<file path="config.mk">
export PLATFORM = sky130hd
export DESIGN_NAME = pwm_pin_output_override
export DESIGN_NICKNAME = d
export VERILOG_FILES = /design/src/core/pwm_out_pkg.sv /design/src/core/pwm_key_unlock.sv /design/src/core/pwm_pin_output_override.sv
export SDC_FILE = /design/constraint.sdc
export NUM_CORES = 1
export LEC_CHECK = 0
export BUFFER_PORTS_ARGS = -buffer_cell sky130_fd_sc_hd__buf_2
export CORE_UTILIZATION = 35
export DETAILED_ROUTE_END_ITERATION = 10
export GPL_TIMING_DRIVEN = 0
export PLACE_DENSITY_LB_ADDON = 0.15
export SYNTH_ARGS = -nofsm -noshare
export SYNTH_HDL_FRONTEND = slang
export SYNTH_SLANG_ARGS = --single-unit
</file>
<file path="constraint.sdc">
create_clock -name sys_clk -period 2.39 [get_ports sys_clk]
set_clock_uncertainty 0.1 [all_clocks]
set_input_delay 0.239 -clock sys_clk [delete_from_list [all_inputs] [get_ports sys_clk]]
set_output_delay 0.239 -clock sys_clk [all_outputs]
set_load 0.02 [all_outputs]
</file>
<file path="src/core/pwm_out_pkg.sv">
package pwm_out_pkg;
	// register indices on the plain register port
	localparam logic [3:0] ctrl_addr     = 4'h0;
	localparam logic [3:0] key_addr      = 4'h1;
	localparam logic [3:0] config_addr   = 4'h2;
	localparam logic [3:0] status_addr   = 4'h3;
	// control and config register field positions, reset values and keys
	localparam int ovr_dat_lsb  = 6;
	localparam int flt_dat_lsb  = 4;
	localparam int cl_dat_lsb   = 2;
	localparam int swap_bit     = 1;
	localparam int flt_mod_lsb  = 16;
	localparam int cl_mod_bit   = 24;
	localparam int ovr_enl_bit  = 8;
	localparam int ovr_enh_bit  = 9;
	localparam int pol_l_bit    = 12;
	localparam int pol_h_bit    = 13;
	localparam int pen_l_bit    = 14;
	localparam int pen_h_bit    = 15;
	localparam int flt_src_lsb  = 0;
	localparam int cl_src_lsb   = 4;
	localparam int dtc_lsb      = 8;
	localparam int time_base_enable_bit     = 12;
	localparam logic [31:0] ctrl_reset   = 32'h0000_0000;
	localparam logic [31:0] config_reset = 32'h0000_0000;
	localparam logic [15:0] key_first    = 16'hABCD;
	localparam logic [15:0] key_second   = 16'h4321;
	localparam logic [1:0]  dtc_fault3   = 2'h3;
	localparam int          fault_pins   = 16;

	typedef struct packed {
		logic       wr;
		logic       rd;
		logic [3:0] addr;
		logic [31:0] wdata;
	} reg_req_t;

	typedef struct packed {
		logic high;
		logic low;
	} pin_pair_t;
endpackage

</file>
<file path="src/core/pwm_key_unlock.sv">
`timescale 1ns/10ps
// key sequencer: unlocked only for the access straight after both keys
module pwm_key_unlock (
	input  wire logic                 sys_clk,
	input  wire logic                 resetn,
	input  wire pwm_out_pkg::reg_req_t req,
	output logic                      unlocked
);
	typedef enum logic [1:0] {idle_s, first_s, open_s} key_state_t;
	key_state_t state_q, state_d;
	logic       key_wr;

	assign key_wr   = req.wr && req.addr == pwm_out_pkg::key_addr;
	assign unlocked = state_q == open_s;

	// any access other than the expected next one drops the sequence; a first key write restarts it at first_s
	always_comb begin
		state_d = state_q;
		if (req.wr || req.rd) begin
			unique case (state_q)
				idle_s: state_d = (key_wr && req.wdata[15:0] == pwm_out_pkg::key_first)
					? first_s : idle_s;
				first_s: state_d = (key_wr && req.wdata[15:0] == pwm_out_pkg::key_second)
					? open_s : ((key_wr && req.wdata[15:0] == pwm_out_pkg::key_first)
					? first_s : idle_s);
				open_s: state_d = (key_wr && req.wdata[15:0] == pwm_out_pkg::key_first)
					? first_s : idle_s;
			endcase
		end
	end

	always_ff @(posedge sys_clk) begin
		if (!resetn) begin
			state_q <= idle_s;
		end else begin
			state_q <= state_d;
		end
	end
endmodule

</file>
<file path="src/core/pwm_pin_output_override.sv">
// Strobed register access and the address map are this design's own decisions.
`timescale 1ns/10ps
// Summary of operation
// - with override enabled per side and no active fault or limit, the high pin takes override bit 7 and the low pin bit 6.
// - in fault mode 00 or 01 with an active fault, pins take fault data bits 5 and 4.
// - with no active fault the fault data bits have no effect on the pins.
// - with current-limit mode at bit 24, an active limit and no active fault, pins take data bits 3 and 2.
// - the swap bit exchanges which PWM signal drives which pin.
// - forced data are active states turned into pin levels by the polarity bits.
// - when write protection holds, control writes need keys ABCD then 4321 first.
// - the protected write must be the very next access after the keys, else it is dropped.
// - with pin-enable bits low the general port keeps both pins.
// - compensation select 11 connects the compensation input to fault pin 3.
// - fault source code 0111 picks fault pin 8 and code 0010 picks fault pin 3.
module pwm_pin_output_override (
	input  wire logic        sys_clk,
	input  wire logic        resetn,
	input  wire logic [3:0]  reg_addr,
	input  wire logic [31:0] reg_wdata,
	input  wire logic        reg_wr,
	input  wire logic        reg_rd,
	output logic      [31:0] reg_rdata,
	input  wire logic        write_protect_config,
	input  wire logic        pwm_high_in,
	input  wire logic        pwm_low_in,
	input  wire logic [15:0] shared_fault_input,
	output logic             high_side_output,
	output logic             low_side_output,
	output logic             high_pin_own,
	output logic             low_pin_own,
	output logic             dead_time_comp_input
);
	pwm_out_pkg::reg_req_t  req;
	logic [31:0]            ctrl_q, ctrl_d, cfg_q, cfg_d, rdata_q, rdata_d;
	logic [15:0]            fault_s1_q, fault_s2_q;
	logic                   unlocked;
	logic                   fault_act, cl_act;
	logic [3:0]             flt_src, cl_src;
	logic [1:0]             flt_mod, dead_time_comp_select;
	pwm_out_pkg::pin_pair_t forced, routed, pins_d, pins_q;
	logic                   own_h_q, own_l_q, dtc_q, dtc_d;

	assign req = '{wr: reg_wr, rd: reg_rd, addr: reg_addr, wdata: reg_wdata};

	pwm_key_unlock u_key (
		.sys_clk  (sys_clk),
		.resetn   (resetn),
		.req      (req),
		.unlocked (unlocked)
	);

	// fault pins are asynchronous to the clock, two flops before use
	always_ff @(posedge sys_clk) begin
		if (!resetn) begin
			fault_s1_q <= 16'h0000;
			fault_s2_q <= 16'h0000;
		end else begin
			fault_s1_q <= shared_fault_input;
			fault_s2_q <= fault_s1_q;
		end
	end

	// lock config 0 means protected; a dropped write simply does not land
	always_comb begin
		ctrl_d = ctrl_q;
		cfg_d  = cfg_q;
		if (reg_wr && reg_addr == pwm_out_pkg::ctrl_addr &&
		    (write_protect_config || unlocked)) begin
			ctrl_d = reg_wdata;
			// fault data are frozen while the time base runs, old bits kept
			if (cfg_q[pwm_out_pkg::time_base_enable_bit])
				ctrl_d[pwm_out_pkg::flt_dat_lsb +: 2] = ctrl_q[pwm_out_pkg::flt_dat_lsb +: 2];
		end
		if (reg_wr && reg_addr == pwm_out_pkg::config_addr)
			cfg_d = reg_wdata;
	end

	always_ff @(posedge sys_clk) begin
		if (!resetn) begin
			ctrl_q <= pwm_out_pkg::ctrl_reset;
			cfg_q  <= pwm_out_pkg::config_reset;
		end else begin
			ctrl_q <= ctrl_d;
			cfg_q  <= cfg_d;
		end
	end

	// fault and limit source decode; code n selects fault pin n+1
	assign flt_src   = cfg_q[pwm_out_pkg::flt_src_lsb +: 4];
	assign cl_src    = cfg_q[pwm_out_pkg::cl_src_lsb +: 4];
	assign dead_time_comp_select       = cfg_q[pwm_out_pkg::dtc_lsb +: 2];
	assign flt_mod   = ctrl_q[pwm_out_pkg::flt_mod_lsb +: 2];
	assign fault_act = (flt_mod == 2'h0 || flt_mod == 2'h1) && fault_s2_q[flt_src];
	assign cl_act    = ctrl_q[pwm_out_pkg::cl_mod_bit] && fault_s2_q[cl_src];

	// swap, then priority chain, then polarity
	always_comb begin
		routed.high = ctrl_q[pwm_out_pkg::swap_bit] ? pwm_low_in : pwm_high_in;
		routed.low  = ctrl_q[pwm_out_pkg::swap_bit] ? pwm_high_in : pwm_low_in;
		forced = routed;
		if (fault_act) begin
			forced.high = ctrl_q[pwm_out_pkg::flt_dat_lsb + 1];
			forced.low  = ctrl_q[pwm_out_pkg::flt_dat_lsb];
		end else if (cl_act) begin
			forced.high = ctrl_q[pwm_out_pkg::cl_dat_lsb + 1];
			forced.low  = ctrl_q[pwm_out_pkg::cl_dat_lsb];
		end else begin
			if (ctrl_q[pwm_out_pkg::ovr_enh_bit])
				forced.high = ctrl_q[pwm_out_pkg::ovr_dat_lsb + 1];
			if (ctrl_q[pwm_out_pkg::ovr_enl_bit])
				forced.low = ctrl_q[pwm_out_pkg::ovr_dat_lsb];
		end
		// polarity 1 means active low at the pin
		pins_d.high = forced.high ^ ctrl_q[pwm_out_pkg::pol_h_bit];
		pins_d.low  = forced.low ^ ctrl_q[pwm_out_pkg::pol_l_bit];
		dtc_d = (dead_time_comp_select == pwm_out_pkg::dtc_fault3) ? fault_s2_q[2] : 1'b0;
	end

	always_ff @(posedge sys_clk) begin
		if (!resetn) begin
			pins_q  <= '0;
			own_h_q <= 1'b0;
			own_l_q <= 1'b0;
			dtc_q   <= 1'b0;
		end else begin
			pins_q  <= pins_d;
			own_h_q <= ctrl_q[pwm_out_pkg::pen_h_bit];
			own_l_q <= ctrl_q[pwm_out_pkg::pen_l_bit];
			dtc_q   <= dtc_d;
		end
	end

	assign high_side_output     = pins_q.high;
	assign low_side_output      = pins_q.low;
	assign high_pin_own         = own_h_q;
	assign low_pin_own          = own_l_q;
	assign dead_time_comp_input = dtc_q;

	// readback: data the cycle after the read strobe, zero elsewhere
	always_comb begin
		rdata_d = 32'h0000_0000;
		if (reg_rd) begin
			unique case (reg_addr)
				pwm_out_pkg::ctrl_addr:   rdata_d = ctrl_q;
				pwm_out_pkg::config_addr: rdata_d = cfg_q;
				pwm_out_pkg::status_addr: rdata_d = {28'h000_0000, unlocked, cl_act,
					fault_act, pins_q.high};
				default:                  rdata_d = 32'h0000_0000;
			endcase
		end
	end

	always_ff @(posedge sys_clk) begin
		if (!resetn) begin
			rdata_q <= 32'h0000_0000;
		end else begin
			rdata_q <= rdata_d;
		end
	end

	assign reg_rdata = rdata_q;
endmodule

</file>
==> impl_metrics.env, run 1 <==
export IMPL_wl_per_cell_um=15.60
export IMPL_wirelength_um=13790
export IMPL_cts_htree_levels=4
export IMPL_fin_area_mm2=0.006784
export IMPL_period_share_pct=104.8
export IMPL_setup_viol=1
export IMPL_placed_cells=817
export IMPL_grtUsageTotal_pct=19.55
export IMPL_power_density_mw_per_mm2=801.3
export IMPL_violations="setup timing"
export IMPL_fmax_mhz=399.2
export IMPL_layoutNonFillerInstCount=884
export IMPL_io_pins=96
export IMPL_path_clk_slew_ps=60
export IMPL_floorplan_initialDensity_pct=36.18
export IMPL_hold_viol_final=0
export IMPL_rsz0062_at_grt="yes"
export IMPL_crit_type="flop to flop"
export IMPL_clkSinkCount=135
export IMPL_die_h_um=122.3
export IMPL_finalPower_mw=5.436
export IMPL_critPathMaxFanout=5
export IMPL_grt_max_degree=17
export IMPL_synthArstFlopShare_pct=0
export IMPL_io_buffers=94
export IMPL_yosysWarnings=0
export IMPL_wl_met1_um=6143
export IMPL_grt_pass1_vias=4197
export IMPL_synth_edf_count=0
export IMPL_min_period_ps=2505
export IMPL_required_ps=2580
export IMPL_synth_distinct_cells=40
export IMPL_cts_tree="built"
export IMPL_tns_ps=-115.2
export IMPL_worstHoldPathType="primary input to flop"
export IMPL_p_comb_share_pct=5.0
export IMPL_numCtsBuffers=17
export IMPL_cts_max_path_buffers=2
export IMPL_grt_pass1_wl_um=21610
export IMPL_vias=4349
export IMPL_report_final_slew_viol_count=0
export IMPL_core_mm2=0.01399
export IMPL_p_seq_share_pct=42.4
export IMPL_vdd_drop_max_mv=0.4896
export IMPL_ys_seq_area_share_pct=53.40
export IMPL_synth_avg_cell_area_um2=9.321
export IMPL_post_route_cells_drive_above_1_share_pct=20.17
export IMPL_intPower_mw=4.343
export IMPL_power_frac_clock_pct=52.5
export IMPL_fin_util_pct=48.50
export IMPL_maxCapViolations=0
export IMPL_post_place_ws_ps=-260.1
export IMPL_antenna_found_initial=0
export IMPL_dr_first_iter_drc_count=263
export IMPL_synth_seq_cells=135
export IMPL_area_growth_syn_to_layout_pct=34.04
export IMPL_place_hpwl_um=9376
export IMPL_nNetsFinal=752
export IMPL_viasPerCell=4.920
export IMPL_drt_pass1_iter_count=4
export IMPL_worstMarginPinSlew_ps=1159
export IMPL_gp_congestion=0.8833
export IMPL_post_dp_cell_area_mm2=0.005743
export IMPL_end_kind="flop"
export IMPL_final_setup_worst_slack_ps=-115.2
export IMPL_status="complete, but fails checks"
export IMPL_syn_instance_count=543
export IMPL_grt_overflow=0
export IMPL_die_area_mm2=0.01495
export IMPL_top_layer_used="met4"
export IMPL_syn_area_mm2=0.005061
export IMPL_antenna_cells=0
export IMPL_die_w_um=122.3
export IMPL_p_leak_nw=2.560
export IMPL_hold_ws_ps=5.031
export IMPL_clock_latency_ps=420
export IMPL_ys_dominant_reg_cell="dfxtp_1"
export IMPL_slew_headroom_pct=22.04
export IMPL_drc_errors=0
export IMPL_num_rows=43
export IMPL_arrival_ps=2700
export IMPL_swShare_pct=20.11
export IMPL_power_switching_mw=1.093
export IMPL_wl_met3_um=549
export IMPL_synthesis_nets=602
export IMPL_cts_root_buf="clkbuf_16"
export IMPL_wl_met2_um=6879
export IMPL_start_kind="flop"
export IMPL_ant_nets=0
-- cell type report --
cell class / instances / area, µm²
Inverter: 4 / 15.01
Clock inverter: 9 / 172.7
Sequential cell: 135 / 2704
Clock buffer: 21 / 470.5
Fill cell: 1384 / 7204
Tap cell: 180 / 225.2
Timing Repair Buffer: 132 / 843.3
Buffer: 37 / 150.1
Multi-Input combinational cell: 366 / 2203
-- cell usage after synthesis (6+ instances only) --
library cell | n | share of area [%]
a21boi_0 | 61 | 9.0
a22oi_1 | 32 | 4.7
dfxtp_1 | 135 | 53
nor2b_1 | 6 | 0.74
and2_1 | 35 | 4.3
nor2_1 | 37 | 2.7
mux2i_1 | 7 | 1.4
nand2_1 | 135 | 10
clkbuf_1 | 35 | 2.6
-- sequential cells by signal, indices dropped and copies added, names as in the netlist --
signal,flops
cfg_q,32
ctrl_q,32
reg_rdata,32
fault_s1_q,16
fault_s2_q,16
u_key.state_q,2
dead_time_comp_input,1
high_pin_own,1
high_side_output,1
low_pin_own,1
low_side_output,1
-- layout by cell type, fill, tap and decap left out, drive strengths merged, types with 2 or more instances in the layout --
master,netlist,routed
nand2,135,135
dfxtp,135,135
buf,3,98
a21boi,65,65
clkbuf,35,57
nor2,37,37
and2,35,35
dlygate4sd3,0,35
a22oi,32,32
mux4,7,7
mux2i,7,7
nor2b,7,7
bufinv,0,5
nor4,4,4
inv,4,4
and3,4,4
o21ai,4,4
clkinv,0,3
o2111ai,3,3
o211ai,2,2
a21oi,2,2
a222oi,2,2
nand3b,2,2
nor3,2,2
nand3,2,2
and4b,2,2
-- per-layer routing --
metal	vias up	track usage, %
li1	2142	-
met1	2084	24.14
met2	107	32.72
met3	16	4.600
met4	0	7.774
met5	-	0
-- what timing repair did --
| action | 4_1_cts | 5_1_grt |
|---|---|---|
| endpoints found under the setup margin | 2 | 3 |
| pin swaps | 2 | 1 |
| endpoints found under the hold margin | 48 | 0 |
| hold buffers | 35 | 0 |
| setup buffers | 3 | 0 |
| resized for setup | 5 | 2 |
-- worst paths after layout --
kind	from	to	slack (ps)	cells after the start
worst min register to register	fault_s1_q[1]$_SDFF_PN0_	fault_s2_q[1]$_SDFF_PN0_	330	1
worst min-delay path	reg_wdata[13]	ctrl_q[13]$_SDFFE_PN0N_	5	3
worst max-delay path	cfg_q[0]$_SDFFE_PN0P_	high_side_output$_SDFF_PN0_	-120	6
worst max register to register	cfg_q[0]$_SDFFE_PN0P_	high_side_output$_SDFF_PN0_	-120	6
-- power by group through the flow --
stage,clock network (mW),registers [mW],logic (mW)
after floorplan,0,2.35,0.108
after global placement,0,2.36,0.221
after detailed placement,0,2.36,0.225
after CTS,2.89,2.31,0.275
after global routing,3.00,2.31,0.301
final,2.85,2.31,0.274
-- logic make-up after synthesis --
family | share of synthesized area [%]
buffers and inverters | 3.436
multiplexers | 4.796
flip-flops | 53.40
AO/OA/AOI/OAI | 17.23
AND/OR/NAND/NOR | 21.14
-- critical path: stages (launching register included) --
cell	delay [ps]
dfxtp_2	320
buf_6	120
mux4_2	500
mux4_2	480
nor2b_4	150
and4b_2	240
or4_4	480
(Power assumes the default switching activity.)
==> run 2, diff against run 1 <==
--- a/config.mk
+++ b/config.mk
@@ -10,6 +10,7 @@
 export DETAILED_ROUTE_END_ITERATION = 10
 export GPL_TIMING_DRIVEN = 0
 export PLACE_DENSITY_LB_ADDON = 0.15
+export REMOVE_ABC_BUFFERS = 1
 export SYNTH_ARGS = -nofsm -noshare
 export SYNTH_HDL_FRONTEND = slang
 export SYNTH_SLANG_ARGS = --single-unit
==> constraint.sdc (replaced) <==
create_clock -name sys_clk -period 3.17 [get_ports sys_clk]
set_clock_uncertainty 0.1 [all_clocks]
set_input_delay 0.317 -clock sys_clk [delete_from_list [all_inputs] [get_ports sys_clk]]
set_output_delay 0.317 -clock sys_clk [all_outputs]
set_load 0.02 [all_outputs]
==> run 2 against run 1 <==
- the flow now finishes without violations
- non-clock buffer count fell by 52
- cell area shrank 5.8%
- fmax fell by 6.0%
- largest power group is now sequential cells
- first-iteration DRC count is 24% lower
- largest cell class unchanged
- global-route usage is 1.8 points lower
- combinational power shrank 36%
==> impl_metrics.env, run 2 (same netlist as run 1, synthesis figures left out) <==
export IMPL_post_route_cells_drive_above_1_share_pct=21.23
export IMPL_wl_per_cell_um=15.07
export IMPL_arrival_ps=2850
export IMPL_maxCapViolations=0
export IMPL_max_stage_delay_ps=630
export IMPL_cts_tree="built"
export IMPL_fin_util_pct=45.67
export IMPL_wirelength_um=12540
export IMPL_required_ps=3350
export IMPL_crit_start="cfg_q[0]$_SDFFE_PN0P_"
export IMPL_clkSinkCount=135
export IMPL_slew_headroom_pct=20.65
export IMPL_grt_overflow=0
export IMPL_nNetsFinal=700
export IMPL_crit_family="multiplexers"
export IMPL_floorplan_initialDensity_pct=36.18
export IMPL_antenna_found_initial=2
export IMPL_worstMarginPinSlew_ps=1190
export IMPL_cts_root_buf="clkbuf_16"
export IMPL_fmax_mhz=375.2
export IMPL_grtUsageTotal_pct=17.78
export IMPL_critPathMaxFanout=8
export IMPL_vias=4057
export IMPL_period_share_pct=84.08
export IMPL_crit_path_top_delay_cell="mux4_1"
export IMPL_numCtsBuffers=17
export IMPL_viasPerCell=4.876
export IMPL_clock_latency_ps=410
export IMPL_io_buffers=95
export IMPL_power_density_mw_per_mm2=568.7
export IMPL_crit_type="flop to flop"
export IMPL_post_cts_resized=0
export IMPL_num_rows=43
export IMPL_report_final_slew_viol_count=0
export IMPL_cts_htree_levels=4
export IMPL_hold_ws_ps=22.30
export IMPL_status="complete, no violations"
export IMPL_vdd_drop_max_mv=0.3590
export IMPL_ant_nets=0
export IMPL_hold_start="shared_fault_input[6]"
export IMPL_mostFrequentLayoutCell="dfxtp_1"
export IMPL_io_pins=96
export IMPL_fillers=1407
export IMPL_layout_common_cells="dfxtp_1 (135), nand2_1 (134), buf_2 (94), a21boi_0 (61), nor2_1 (37)"
export IMPL_path_buf_inv=0
export IMPL_min_period_ps=2665
export IMPL_drt_pass1_iter_count=4
export IMPL_die_h_um=122.3
export IMPL_cts_max_path_buffers=2
export IMPL_path_clk_slew_ps=50
export IMPL_dr_first_iter_drc_count=199
export IMPL_worstHoldPathType="primary input to flop"
export IMPL_end_kind="flop"
export IMPL_finalPower_mw=3.633
export IMPL_grt_pass1_wl_um=19770
export IMPL_die_w_um=122.3
export IMPL_area_growth_syn_to_layout_pct=26.23
export IMPL_core_mm2=0.01399
export IMPL_tns_ps=0
export IMPL_drc_errors=0
export IMPL_start_kind="flop"
export IMPL_die_area_mm2=0.01495
export IMPL_rr_startpoint="cfg_q[0]$_SDFFE_PN0P_"
export IMPL_place_hpwl_um=7964
export IMPL_grt_pass1_vias=3883
export IMPL_rsz0062_at_grt="no"
export IMPL_post_place_ws_ps=-130.3
export IMPL_final_setup_worst_slack_ps=504.8
export IMPL_setup_viol=0
export IMPL_cp_cell_sequence="mux4_1, mux4_2, nor2b_4, and4b_1, or4_1"
export IMPL_hold_viol_final=0
export IMPL_p_leak_nw=2.421
export IMPL_grt_max_degree=110
export IMPL_gp_congestion=0.7549
[run 2: cell type report]
| class | instances | area, µm² | area share [%] |
|---|---|---|---|
| Multi-Input combinational cell | 366 | 2213 | 34.65 |
| Tap cell | 180 | 225.2 | 3.525 |
| Antenna cell | 2 | 5.005 | 0.07834 |
| Sequential cell | 135 | 2703 | 42.30 |
| Clock buffer | 24 | 491.7 | 7.697 |
| Timing Repair Buffer | 117 | 713.2 | 11.16 |
| Clock inverter | 4 | 22.52 | 0.3525 |
| Inverter | 4 | 15.01 | 0.2350 |
[run 2: final timing paths]
check	slack (ps)	cells after the start	endpoint
worst min-delay path	20	2	fault_s1_q[6]$_SDFF_PN0_
worst max-delay path	500	5	high_side_output$_SDFF_PN0_
worst max register to register	500	5	high_side_output$_SDFF_PN0_
worst min register to register	330	1	fault_s2_q[0]$_SDFF_PN0_
[run 2: through the flow]
| step | cell area (µm²) | instances |
|---|---|---|
| 2_1_floorplan | 4902 | 505 |
| 3_3_place_gp | 5603 | 780 |
| 3_5_place_dp | 5727 | 788 |
| 4_1_cts | 6381 | 830 |
| 5_1_grt | 6386 | 831 |
| 6_report | 6389 | 832 |
[run 2: routing by layer]
metal	vias up	part of all wire [%]	track usage, %
li1	2049	-	-
met1	1879	45	21.29
met2	110	47	29.28
met3	17	6.6	6.041
met4	2	1.4	6.784
met5	-	0.080	0
[run 2: report_power, final]
part,switching [mW],leakage [nW],total [mW],internal (mW)
clock network,0.661,0.254,1.72,1.06
registers,0.0127,1.10,1.74,1.73
logic,0.0898,1.07,0.174,0.0840
[run 2: what timing repair did]
action / CTS / global route
hold buffers: 14 / 0
endpoints found under the hold margin: 14 / 0
buffers inserted: 0 / 0
==> run 3, diff against run 2 <==
==> constraint.sdc (replaced) <==
create_clock -name sys_clk -period 2.68 [get_ports sys_clk]
set_clock_uncertainty 0.1 [all_clocks]
set_input_delay 0.268 -clock sys_clk [delete_from_list [all_inputs] [get_ports sys_clk]]
set_output_delay 0.268 -clock sys_clk [all_outputs]
set_load 0.02 [all_outputs]
==> run 3 against run 2 <==
- via count increased by 1.2%
- routed wire length increased by 0.44%
- fmax increased by 4.8%
- total power increased by 19%
- setup slack got worse by 370 ps
==> impl_metrics.env, run 3 (same netlist as run 1, synthesis figures left out) <==
export IMPL_status="complete, no violations"
export IMPL_period_share_pct=94.90
export IMPL_finalPower_mw=4.307
export IMPL_min_period_ps=2543
export IMPL_dr_first_iter_drc_count=210
export IMPL_setup_viol=0
export IMPL_required_ps=2860
export IMPL_cts_htree_levels=4
export IMPL_tns_ps=0
export IMPL_arrival_ps=2730
export IMPL_p_comb_share_pct=5.0
export IMPL_start_kind="flop"
export IMPL_wl_per_cell_um=15.03
export IMPL_numCtsBuffers=17
export IMPL_gp_congestion=0.7549
export IMPL_post_dp_cell_area_mm2=0.005727
export IMPL_crit_path_top_delay_cell="mux4_1"
export IMPL_io_pins=96
export IMPL_critPathMaxFanout=8
export IMPL_fmax_mhz=393.2
export IMPL_core_mm2=0.01399
export IMPL_io_buffers=95
export IMPL_end_kind="flop"
export IMPL_cts_tree="built"
export IMPL_p_seq_share_pct=47.8
export IMPL_slew_headroom_pct=20.26
export IMPL_worstHoldPathType="primary input to flop"
export IMPL_placed_cells=788
export IMPL_grtUsageTotal_pct=17.86
export IMPL_die_h_um=122.3
export IMPL_num_rows=43
export IMPL_maxCapViolations=0
export IMPL_antenna_found_initial=1
export IMPL_post_place_ws_ps=-571.3
export IMPL_layout_common_cells="nand2_1 (134), dfxtp_1 (133), buf_2 (94), a21boi_0 (61), nor2_1 (37)"
export IMPL_viasPerCell=4.901
export IMPL_area_growth_syn_to_layout_pct=27.61
export IMPL_floorplan_initialDensity_pct=36.18
export IMPL_grt_pass1_wl_um=19890
export IMPL_report_final_slew_viol_count=0
export IMPL_wirelength_um=12590
export IMPL_vias=4107
export IMPL_fin_area_mm2=0.006459
export IMPL_hold_ws_ps=16.56
export IMPL_p_leak_nw=2.452
export IMPL_mostFrequentLayoutCell="nand2_1"
export IMPL_grt_max_degree=110
export IMPL_post_route_cells_drive_above_1_share_pct=21.31
export IMPL_place_hpwl_um=7964
export IMPL_path_clk_slew_ps=50
export IMPL_die_area_mm2=0.01495
export IMPL_cp_cell_sequence="mux4_1, mux4_2, nor2b_4, and4b_1, or4_1"
export IMPL_ant_nets=0
export IMPL_crit_type="flop to flop"
export IMPL_hold_viol_final=0
export IMPL_fin_util_pct=46.17
export IMPL_rsz0062_at_grt="no"
export IMPL_final_setup_worst_slack_ps=136.7
export IMPL_cts_root_buf="clkbuf_16"
export IMPL_cts_max_path_buffers=2
export IMPL_drc_errors=0
export IMPL_path_buf_inv=0
export IMPL_grt_overflow=0
export IMPL_power_switching_mw=0.9056
export IMPL_worstMarginPinSlew_ps=1196
export IMPL_intPower_mw=3.401
export IMPL_fillers=1398
export IMPL_layoutNonFillerInstCount=838
export IMPL_crit_family="multiplexers"
export IMPL_max_stage_delay_ps=600
export IMPL_nNetsFinal=707
export IMPL_vdd_drop_max_mv=0.4232
export IMPL_die_w_um=122.3
export IMPL_grt_pass1_vias=3933
export IMPL_clock_latency_ps=410
export IMPL_swShare_pct=21.03
export IMPL_clkSinkCount=135
export IMPL_drt_pass1_iter_count=4
export IMPL_power_density_mw_per_mm2=666.8
export IMPL_power_frac_clock_pct=47.2
## run 3: path summary, 6_finish.rpt
kind / start / endpoint / slack [ps] / depth (start not counted)
setup / recovery: cfg_q[0]$_SDFFE_PN0P_ / high_side_output$_SDFF_PN0_ / 140 / 5
hold / removal: reg_wdata[16] / cfg_q[16]$_SDFFE_PN0P_ / 20 / 3
setup reg to reg: cfg_q[0]$_SDFFE_PN0P_ / high_side_output$_SDFF_PN0_ / 140 / 5
hold reg to reg: fault_s1_q[12]$_SDFF_PN0_ / fault_s2_q[12]$_SDFF_PN0_ / 330 / 1
## run 3: cell type report
type                       count  area (µm²)  share of cell area (%)
clock inverter                 4       22.52                  0.3487
multi-input combinational    366        2213                   34.27
tap                          180       225.2                   3.487
sequential                   135        2705                   41.88
timing repair buffer         124       783.3                   12.13
inverter                       4       15.01                  0.2325
clock buffer                  24       491.7                   7.613
antenna                        1       2.502                 0.03874
## run 3: power by group through the flow
stage	Combinational (mW)	Sequential (mW)	Clock [mW]
global placement	0.180	2.10	0
global route	0.235	2.06	2.18
floorplan	0.0746	2.10	0
finish	0.214	2.06	2.03
detailed placement	0.191	2.10	0
CTS	0.215	2.06	2.09
## run 3: timing repair
item | 4_1_cts | 5_1_grt
setup buffers | 0 | 0
endpoints found under the hold margin | 21 | 0
pin swaps | 0 | 0
endpoints found under the setup margin | 32 | 1
hold buffers | 21 | 0
gates resized for setup | 1 | 2
## run 3: layer usage
| layer | GRT usage (%) | vias to the layer above | share of wire [%] |
|---|---|---|---|
| met5 | 0 | - | 0.079 |
| met4 | 6.784 | 2 | 1.4 |
| met3 | 5.809 | 20 | 5.3 |
| met2 | 29.56 | 93 | 47 |
| met1 | 21.44 | 1931 | 47 |
| li1 | - | 2061 | - |
## run 3: worst reg2reg max path, stage by stage, from the launching register on
cell and delay, ps:
dfxtp_2 420, mux4_1 600, mux4_2 480, nor2b_4 170, and4b_1 190, or4_1 460
